**config.mk**
```make
export PLATFORM = sky130hd
export DESIGN_NAME = cell_fault_diagnostics
export DESIGN_NICKNAME = d
export VERILOG_FILES = /design/src/cell_fault_pkg.sv /design/src/cell_fault_diagnostics.sv
export SDC_FILE = /design/constraint.sdc
export NUM_CORES = 1
export LEC_CHECK = 0
export ABC_AREA = 1
export BUFFER_PORTS_ARGS = -buffer_cell sky130_fd_sc_hd__buf_4
export CORE_MARGIN = 1
export CORE_UTILIZATION = 55
export CTS_BUF_LIST = sky130_fd_sc_hd__clkbuf_16
export DETAILED_ROUTE_END_ITERATION = 16
export GPL_ROUTABILITY_DRIVEN = 0
export PLACE_DENSITY = 0.75
export RECOVER_POWER = 50
export SYNTH_ARGS = -nofsm -noshare
export SYNTH_HDL_FRONTEND = slang
export SYNTH_SLANG_ARGS = --single-unit
export TNS_END_PERCENT = 50
```
**constraint.sdc**
```tcl
create_clock -name hclk -period 3.35 [get_ports hclk]
set_input_delay 0.335 -clock hclk [delete_from_list [all_inputs] [get_ports hclk]]
set_output_delay 0.335 -clock hclk [all_outputs]
set_load 0.05 [all_outputs]
```
**src/cell_fault_pkg.sv**
```systemverilog
// shared constants for the cell fault diagnostics block
package cell_fault_pkg;
   localparam int ADDR_W = 8;
   localparam int DATA_W = 32;
   localparam int CELLS = 12;
   localparam int WIRES = 13;
   localparam int IDX_W = 4;
   localparam int CODE_W = 14;
   localparam int CNT_W = 8;
   localparam int FSTAT_W = 4;
   localparam int EVT_W = 4;
   // register byte offsets
   localparam logic [ADDR_W-1:0] DEV_SETUP_OFS = 8'h00;
   localparam logic [ADDR_W-1:0] FAULT_SETUP_OFS = 8'h04;
   localparam logic [ADDR_W-1:0] CELL_SETUP_OFS = 8'h08;
   localparam logic [ADDR_W-1:0] UV_LIMIT_OFS = 8'h0C;
   localparam logic [ADDR_W-1:0] FAULT_STATUS_OFS = 8'h10;
   localparam logic [ADDR_W-1:0] UV_FAULT_OFS = 8'h14;
   localparam logic [ADDR_W-1:0] OW_FAULT_OFS = 8'h18;
   localparam logic [ADDR_W-1:0] COMMAND_OFS = 8'h1C;
   localparam logic [ADDR_W-1:0] IRQ_STATUS_OFS = 8'h20;
   localparam logic [ADDR_W-1:0] IRQ_CLEAR_OFS = 8'h24;
   localparam logic [ADDR_W-1:0] IRQ_ENABLE_OFS = 8'h28;
   // field positions and reset values
   localparam int SCAN_CUR_BIT = 0;
   localparam int SCAN_WIRES_BIT = 0;
   localparam int FS_UV_BIT = 0;
   localparam int FS_SUPPLY_BIT = 1;
   localparam int FS_GROUND_BIT = 2;
   localparam int FS_WIRE_BIT = 3;
   localparam int EV_UV_BIT = 0;
   localparam int EV_CONN_BIT = 1;
   localparam int EV_WIRE_BIT = 2;
   localparam int EV_DONE_BIT = 3;
   localparam logic [2:0] FILTER_SEL_RST = 3'h3;
   localparam logic [CODE_W-1:0] UV_LIMIT_RST = 14'h1FFF;
   localparam logic [0:0] SCAN_CUR_RST = 1'h0;
   localparam logic [CELLS-1:0] CELL_SETUP_RST = 12'h000;
   localparam logic [1:0] HTRANS_NONSEQ = 2'h2;
   typedef enum logic [1:0] {
      BUS_IDLE = 2'b01,
      BUS_READ = 2'b10
   } bus_state_type;
endpackage

```
**src/cell_fault_diagnostics.sv**
```systemverilog
// undervoltage, pack connection and open-wire fault detection with ahb-lite registers
//
// Our own choices: the AHB-Lite register port and the address map.
`timescale 1ns/1ps
module cell_fault_diagnostics (
   // ahb-lite slave
   input wire logic hclk,
   input wire logic hresetn,
   input wire logic hsel,
   input wire logic [cell_fault_pkg::DATA_W-1:0] haddr,
   input wire logic [1:0] htrans,
   input wire logic hwrite,
   input wire logic [2:0] hsize,
   input wire logic [cell_fault_pkg::DATA_W-1:0] hwdata,
   input wire logic hready,
   output logic hreadyout,
   output logic hresp,
   output logic [cell_fault_pkg::DATA_W-1:0] hrdata,
   // cell voltage samples from the measurement front end
   input wire logic sample_valid,
   input wire logic [cell_fault_pkg::IDX_W-1:0] sample_cell,
   input wire logic [cell_fault_pkg::CODE_W-1:0] sample_code,
   // pack supply and ground connection results
   input wire logic rail_valid,
   input wire logic supply_open,
   input wire logic ground_open,
   // open-wire scan
   output logic scan_wires_start,
   output logic [cell_fault_pkg::WIRES-1:0] wire_test_enable,
   output logic scan_current_select,
   input wire logic wire_valid,
   input wire logic [cell_fault_pkg::IDX_W-1:0] wire_index,
   input wire logic wire_open,
   input wire logic wire_scan_done,
   // automatic fault status report
   output logic report_valid,
   output logic [cell_fault_pkg::FSTAT_W-1:0] report_data,
   input wire logic report_ready,
   // interrupt
   output logic irq
);
   import cell_fault_pkg::*;

   bus_state_type bus_q;
   logic [ADDR_W-1:0] addr_q;
   logic wr_q;
   logic [DATA_W-1:0] hrdata_q;
   logic [DATA_W-1:0] rd_value;
   logic addr_ok;
   logic wr_en;

   logic scan_cur_q;
   logic [2:0] filter_sel_q;
   logic [CELLS-1:0] cell_setup_q;
   logic [CODE_W-1:0] uv_limit_q;
   logic [FSTAT_W-1:0] fault_status_q;
   logic [CELLS-1:0] uv_fault_q;
   logic [WIRES-1:0] ow_fault_q;
   logic busy_q;
   logic start_q;
   logic [EVT_W-1:0] irq_status_q;
   logic [EVT_W-1:0] irq_enable_q;
   logic report_valid_q;
   logic [FSTAT_W-1:0] report_data_q;

   logic [CNT_W-1:0] uv_cnt_q [CELLS];
   logic [CNT_W-1:0] supply_cnt_q;
   logic [CNT_W-1:0] ground_cnt_q;
   logic [CNT_W-1:0] target;
   logic filter_clr;

   logic [CELLS-1:0] uv_hit;
   logic supply_hit;
   logic ground_hit;
   logic [WIRES-1:0] wire_hit;
   logic [FSTAT_W-1:0] fs_set;
   logic [EVT_W-1:0] evt;

   // bus front: writes finish without wait, reads take one wait state
   assign addr_ok = hsel && hready && (htrans == HTRANS_NONSEQ || htrans == 2'h3);
   assign wr_en = wr_q;
   assign hreadyout = (bus_q != BUS_READ);
   assign hresp = 1'b0;
   // read data is captured in the wait state and holds until the next read
   assign hrdata = hrdata_q;

   always_ff @(posedge hclk or negedge hresetn) begin
      if (!hresetn) begin
         bus_q <= BUS_IDLE;
         addr_q <= 8'h00;
         wr_q <= 1'b0;
      end else begin
         wr_q <= addr_ok && hwrite;
         // only the low address bits are decoded, upper bits alias
         if (addr_ok) begin
            addr_q <= haddr[ADDR_W-1:0];
         end
         case (bus_q)
            BUS_IDLE: begin
               if (addr_ok && !hwrite) begin
                  bus_q <= BUS_READ;
               end
            end
            BUS_READ: begin
               bus_q <= BUS_IDLE;
            end
            default: begin
               bus_q <= BUS_IDLE;
            end
         endcase
      end
   end

   always_comb begin
      rd_value = '0;
      case (addr_q)
         DEV_SETUP_OFS: rd_value[SCAN_CUR_BIT] = scan_cur_q;
         FAULT_SETUP_OFS: rd_value[2:0] = filter_sel_q;
         CELL_SETUP_OFS: rd_value[CELLS-1:0] = cell_setup_q;
         UV_LIMIT_OFS: rd_value[CODE_W-1:0] = uv_limit_q;
         FAULT_STATUS_OFS: rd_value[FSTAT_W-1:0] = fault_status_q;
         UV_FAULT_OFS: rd_value[CELLS-1:0] = uv_fault_q;
         OW_FAULT_OFS: rd_value[WIRES-1:0] = ow_fault_q;
         COMMAND_OFS: rd_value[SCAN_WIRES_BIT] = busy_q;
         IRQ_STATUS_OFS: rd_value[EVT_W-1:0] = irq_status_q;
         IRQ_ENABLE_OFS: rd_value[EVT_W-1:0] = irq_enable_q;
         // irq clear is write only and reads back as zero
         default: rd_value = '0;
      endcase
   end

   always_ff @(posedge hclk or negedge hresetn) begin
      if (!hresetn) begin
         hrdata_q <= 32'h00000000;
      end else if (bus_q == BUS_READ) begin
         hrdata_q <= rd_value;
      end
   end

   // setup registers
   always_ff @(posedge hclk or negedge hresetn) begin
      if (!hresetn) begin
         scan_cur_q <= SCAN_CUR_RST;
         filter_sel_q <= FILTER_SEL_RST;
         cell_setup_q <= CELL_SETUP_RST;
         uv_limit_q <= UV_LIMIT_RST;
         irq_enable_q <= '0;
      end else if (wr_en) begin
         case (addr_q)
            DEV_SETUP_OFS: scan_cur_q <= hwdata[SCAN_CUR_BIT];
            FAULT_SETUP_OFS: filter_sel_q <= hwdata[2:0];
            CELL_SETUP_OFS: cell_setup_q <= hwdata[CELLS-1:0];
            UV_LIMIT_OFS: uv_limit_q <= hwdata[CODE_W-1:0];
            IRQ_ENABLE_OFS: irq_enable_q <= hwdata[EVT_W-1:0];
            default: begin
            end
         endcase
      end
   end

   assign scan_current_select = scan_cur_q;

   // consecutive sample target: code n selects 2**n samples
   assign target = CNT_W'(1) << filter_sel_q;
   assign filter_clr = wr_en && addr_q == FAULT_SETUP_OFS
      && hwdata[2:0] != filter_sel_q;

   // per-cell undervoltage filters
   genvar gi;
   generate
      for (gi = 0; gi < CELLS; gi++) begin : g_uv
         logic mine;
         logic low;
         // a cell number outside one to twelve matches no filter and is dropped
         assign mine = sample_valid && sample_cell == IDX_W'(gi + 1);
         assign low = sample_code < uv_limit_q;
         always_ff @(posedge hclk or negedge hresetn) begin
            if (!hresetn) begin
               uv_cnt_q[gi] <= '0;
            end else if (filter_clr) begin
               uv_cnt_q[gi] <= '0;
            end else if (mine) begin
               if (low && !cell_setup_q[gi]) begin
                  // the count stops at the target so a long run cannot wrap
                  if (uv_cnt_q[gi] != target) begin
                     uv_cnt_q[gi] <= uv_cnt_q[gi] + CNT_W'(1);
                  end
               end else begin
                  uv_cnt_q[gi] <= '0;
               end
            end
         end
         // fires on the sample that completes the run
         assign uv_hit[gi] = mine && low && !cell_setup_q[gi] && !filter_clr
            && uv_cnt_q[gi] + CNT_W'(1) >= target;
      end
   endgenerate

   // pack supply and ground open filters
   always_ff @(posedge hclk or negedge hresetn) begin
      if (!hresetn) begin
         supply_cnt_q <= '0;
         ground_cnt_q <= '0;
      end else if (filter_clr) begin
         supply_cnt_q <= '0;
         ground_cnt_q <= '0;
      end else if (rail_valid) begin
         if (!supply_open) begin
            supply_cnt_q <= '0;
         end else if (supply_cnt_q != target) begin
            supply_cnt_q <= supply_cnt_q + CNT_W'(1);
         end
         if (!ground_open) begin
            ground_cnt_q <= '0;
         end else if (ground_cnt_q != target) begin
            ground_cnt_q <= ground_cnt_q + CNT_W'(1);
         end
      end
   end

   assign supply_hit = rail_valid && supply_open && !filter_clr
      && supply_cnt_q + CNT_W'(1) >= target;
   assign ground_hit = rail_valid && ground_open && !filter_clr
      && ground_cnt_q + CNT_W'(1) >= target;

   // open-wire scan
   always_comb begin
      wire_test_enable = '1;
      for (int i = 2; i < WIRES; i++) begin
         wire_test_enable[i] = !cell_setup_q[i-1];
      end
   end

   always_comb begin
      wire_hit = '0;
      for (int i = 0; i < WIRES; i++) begin
         // results outside a running scan are ignored
         wire_hit[i] = wire_valid && busy_q && wire_open
            && wire_index == IDX_W'(i) && wire_test_enable[i];
      end
   end

   always_ff @(posedge hclk or negedge hresetn) begin
      if (!hresetn) begin
         busy_q <= 1'b0;
         start_q <= 1'b0;
      end else begin
         start_q <= 1'b0;
         if (busy_q && wire_scan_done) begin
            busy_q <= 1'b0;
         // a second command during a running scan is ignored
         end else if (!busy_q && wr_en && addr_q == COMMAND_OFS
               && hwdata[SCAN_WIRES_BIT]) begin
            busy_q <= 1'b1;
            start_q <= 1'b1;
         end
      end
   end

   assign scan_wires_start = start_q;

   // fault registers: write one to clear, a same-cycle set wins
   assign fs_set[FS_UV_BIT] = |uv_hit;
   assign fs_set[FS_SUPPLY_BIT] = supply_hit;
   assign fs_set[FS_GROUND_BIT] = ground_hit;
   assign fs_set[FS_WIRE_BIT] = |wire_hit;

   always_ff @(posedge hclk or negedge hresetn) begin
      if (!hresetn) begin
         fault_status_q <= '0;
         uv_fault_q <= '0;
         ow_fault_q <= '0;
      end else begin
         if (wr_en && addr_q == FAULT_STATUS_OFS) begin
            fault_status_q <= (fault_status_q & ~hwdata[FSTAT_W-1:0]) | fs_set;
         end else begin
            fault_status_q <= fault_status_q | fs_set;
         end
         if (wr_en && addr_q == UV_FAULT_OFS) begin
            uv_fault_q <= (uv_fault_q & ~hwdata[CELLS-1:0]) | uv_hit;
         end else begin
            uv_fault_q <= uv_fault_q | uv_hit;
         end
         if (wr_en && addr_q == OW_FAULT_OFS) begin
            ow_fault_q <= (ow_fault_q & ~hwdata[WIRES-1:0]) | wire_hit;
         end else begin
            ow_fault_q <= ow_fault_q | wire_hit;
         end
      end
   end

   // unsolicited status report toward the host link
   always_ff @(posedge hclk or negedge hresetn) begin
      if (!hresetn) begin
         report_valid_q <= 1'b0;
         report_data_q <= '0;
      // only a fault arriving on a clear status is sent, later ones are not sent until a write clears the status
      end else if (fault_status_q == '0 && fs_set != '0) begin
         report_valid_q <= 1'b1;
         report_data_q <= fs_set;
      end else if (report_ready) begin
         report_valid_q <= 1'b0;
      end
   end

   assign report_valid = report_valid_q;
   assign report_data = report_data_q;

   // interrupt events
   assign evt[EV_UV_BIT] = |uv_hit;
   assign evt[EV_CONN_BIT] = supply_hit || ground_hit;
   assign evt[EV_WIRE_BIT] = |wire_hit;
   assign evt[EV_DONE_BIT] = busy_q && wire_scan_done;

   always_ff @(posedge hclk or negedge hresetn) begin
      if (!hresetn) begin
         irq_status_q <= '0;
      end else if (wr_en && addr_q == IRQ_CLEAR_OFS) begin
         irq_status_q <= (irq_status_q & ~hwdata[EVT_W-1:0]) | evt;
      end else begin
         irq_status_q <= irq_status_q | evt;
      end
   end

   assign irq = |(irq_status_q & irq_enable_q);
endmodule

```
==> out/results.tsv <==
stage	metric	value	unit
outcome	status	finished, violations left	
outcome	failing checks	capacitance limit, slew limit	
critical_path	CP most frequent cell	nand3_1	
floorplan	Core Rows	60	
power_and_ir_drop	Pleak	0.008982	uW
sta	fin crit share	93.14	%
critical_path	CP max FO	30	
floorplan	Die ar.	0.02850	sq mm
clock_tree	post-CTS setup buffer count	0	
routing	routed len/inst	16.78	um
sta	Fmax	320.5	MHz
global_route	largest net degree at the start of global routing	100	
critical_path	Slowest-stage cell, CP	dfstp_2	
sta	Final Hold Viols	0	
critical_path	WP data arrival	3520	ps
clock_tree	CTS tree	done	
critical_path	reg2reg path depth	12	
floorplan	Die Wd	168.8	um
clock_tree	TritonCTS Buffers	25	
critical_path	Critical Path Source Type	register	
sta	PnR worst setup slack	229.9	ps
clock_tree	CTS sink cnt	211	
critical_path	Critical Path RT	3750	ps
clock_tree	Root Driver	clkbuf_16	
routing	vias	13860	
final_layout	register area	0.005300	sq mm
sta	fin crit period	3120	ps
place	Placement Setup Slack	245.6	ps
routing	DRT iter0 DRCs	1083	
sta	RSZ-0062 raised after global routing	no	
logic_synthesis	EDFF count, synth	0	
final_layout	most common cell after layout, fill and taps aside	nand2_1	
critical_path	Max stage delay on crit path	730	ps
global_route	GR Overflow Total	0	
sta	# setup viols final	0	
floorplan	I/O pin count	159	
floorplan	starting density of the core	56.48	%
hold_path	Min-Delay Path Class	input pin to register	
place	Cell Area, Placed	0.01643	sq mm
logic_synthesis	FFs w/ async S/R, synth	100.0	%
critical_path	CP cell instances	inv_6 > nor2_8 > nand2_4 > buf_4 > ha_1 > a21oi_1 > o21a_1 > nand3_1 > nand3_1 > nand2_1 > o21ai_1 > o211ai_1	
routing	vias per inst	5.630	
final_layout	final instance area	0.01715	sq mm
critical_path	Crit. End Element	register	
final_layout	most frequent cells in the layout	nand2_1, inv_1, dfrtp_1	
routing	WL final	41300	um
sta	Layout Skew	11.18	ps
logic_synthesis	Top FF cell, synth	dfrtp_1	
clock_tree	clock slew at reported path FFs	60	ps
final_layout	final net count	2313	
global_route	global-route wire length before repair	66830	um
logic_synthesis	Syn Area/Cell	7.822	sq um
place	hpwl dp	29660	um
final_layout	layout cells sized above 1	12.30	%
critical_path	number of buffers and inverters on the critical path	2	
logic_synthesis	synth warn	0	
final_layout	Layout area overhead	12.06	%
place	IO buf count	91	
floorplan	die height	168.8	um
critical_path	worst r2r src	filter_sel_q[0]	
final_layout	n_diodes	0	
sta	pin slew with the least headroom to its limit	2631	ps
critical_path	Setup Crit Path Kind	register to register	
hold_path	hold path depth	2	
critical_path	worst r2r dst	report_valid	
final_layout	fillcell total	2348	
clock_tree	clk buf depth	3	
critical_path	r2r setup slk	230	ps
flow_run	MaxCap Viol Count	1	
global_route	initial antenna violation count	0	
logic_synthesis	Seq/Total Area, Yosys	34.62	%
critical_path	Top Family by Delay on Critical Path	simple AND/OR/NAND/NOR gates	
sta	Slew HR	-75.43	%
logic_synthesis	post-synthesis cell type count	60	
hold_path	WHS Endpoint	addr_q[6]	
routing	# DRC	0	
global_route	Tot GR Track Use	29.20	%
hold_path	HP Start	haddr[6]	
place	placed insts	2412	
clock_tree	Worst-Skew Late Latency	530	ps
routing	Detailed Routing Iterations Pass 1	5	
power_and_ir_drop	Worst VDD drop	0.4410	mV
final_layout	fin cells	2461	
floorplan	Core Footprint	0.02710	sq mm
power_and_ir_drop	PwrDens	369.7	mW/mm^2
clock_tree	H-tree depth	1	
global_route	vias in the first global route	13410	
logic_synthesis	Post-Syn Area	0.01531	sq mm
sta	Setup TNS	0	ps
sta	Slew Viols, Final	99	
final_layout	area of the multi-input gates	0.008688	sq mm
logic_synthesis	Synth Instances	1957	
logic_synthesis	Seq cells post-synth	211	
routing	Final ANT Viol Nets	0	
[cell families after synthesis]
family	after synthesis	synth area share (%)
AND/OR/NAND/NOR	803	24.04
buffers and inverters	319	9.097
flip-flops	211	34.62
adder cells (fa/ha/maj)	139	11.36
XOR/XNOR	116	6.637
multiplexers	4	0.2942
other	2	0.04906
AO/OA/AOI/OAI	363	13.90
[per-stage QoR]
step / hold WS, ps / power [uW] / util, %
finish: 34.22 / 6341 / 63.29
global route: 33.16 / 6623 / 63.29
CTS: 21.44 / 6369 / 63.43
detailed placement: 418.3 / 3895 / 60.63
global placement: 429.4 / 3846 / 60.63
floorplan: 39.41 / 3571 / -
[where the power goes]
group          internal (uW)  switching (uW)  total (uW)
Clock                   1360            1110        2470
Combinational            381             676        1060
Sequential              2680             130        2810
[Yosys cell counts, types with 5 or more instances]
cell	number	area, sq um
nand2_1	441	1655
inv_1	248	930.9
dfrtp_1	195	4880
o21ai_0	157	785.8
ha_1	139	1739
xor2_1	109	954.7
nor2_1	106	397.9
nand3_1	94	470.5
a21oi_1	75	375.4
nand4_1	51	319.1
nor3_1	41	205.2
o21ai_1	37	185.2
o22ai_1	28	175.2
buf_4	25	187.7
dfstp_2	16	420.4
nand2_2	16	100.1
clkbuf_1	15	56.30
inv_2	12	45.04
a221oi_1	11	96.34
o21a_1	11	82.58
buf_6	9	101.4
o21ai_2	9	78.83
nor4_1	8	50.05
xnor2_1	7	61.31
a211oi_1	6	45.04
nand3b_1	6	45.04
nor2_2	6	37.54
nor2_4	6	67.56
nand2_4	5	56.30
nor2_8	5	100.1
o2111ai_1	5	43.79
o21ai_4	5	81.33
or2_2	5	31.28
[how the worst max path moves through the flow]
stage,from,depth (start not counted),to,slack [ps]
after floorplan,filter_sel_q[1],11,uv_cnt_q[39],550
after CTS,filter_sel_q[0],12,report_valid,220
after detailed placement,filter_sel_q[0],12,report_valid,250
final,filter_sel_q[0],12,report_valid,230
after global placement,filter_sel_q[0],12,report_valid,360
after global routing,hresetn,3,supply_cnt_q[5],30
[final cells by class]
type                    instances  share of cell area (%)
inverters                     267                   5.960
flip-flops and latches        211                   30.90
clock inverters                21                  0.5981
multi-input cells            1446                   50.65
repair buffers                119                   5.529
clock buffers                  25                   3.647
well taps                     372                   2.714
[sequential cells by signal, indices dropped and copies added, names as in the netlist]
register	flops
uv_fault_q	12
report_data	4
fault_status_q	4
uv_cnt_q	96
scan_current_select	1
ground_cnt_q	8
report_valid	1
scan_wires_start	1
cell_setup_q	12
addr_q	8
irq_enable_q	4
busy_q	1
ow_fault_q	13
wr_en	1
hrdata	14
supply_cnt_q	8
irq_status_q	4
filter_sel_q	3
bus_q	2
uv_limit_q	14
[worst reg2reg max path, cell delays in order (launching register included)]
cell,delay (ps)
dfstp_2,730
inv_6,90
nor2_8,110
nand2_4,290
buf_4,290
ha_1,290
a21oi_1,150
o21a_1,120
nand3_1,70
nand3_1,200
nand2_1,140
o21ai_1,350
o211ai_1,150
[what timing repair did]
item,CTS,global route
hold endpoints to repair,90,0
hold buffers,3,0
endpoints found under the setup margin,0,1
resized for setup,0,1
[per-layer routing]
| layer | part of all wire (%) | vias to the layer above | routed length [um] | GRT usage (%) |
|---|---|---|---|---|
| met5 | 0 | - | 0 | 0 |
| li1 | - | 6700 | - | - |
| met3 | 6.6 | 96 | 2721 | 3.507 |
| met4 | 3.2 | 0 | 1333 | 10.59 |
| met2 | 46 | 505 | 19050 | 48.35 |
| met1 | 44 | 6555 | 18200 | 39.31 |
No activity file was read; power rests on OpenSTA's default activity.
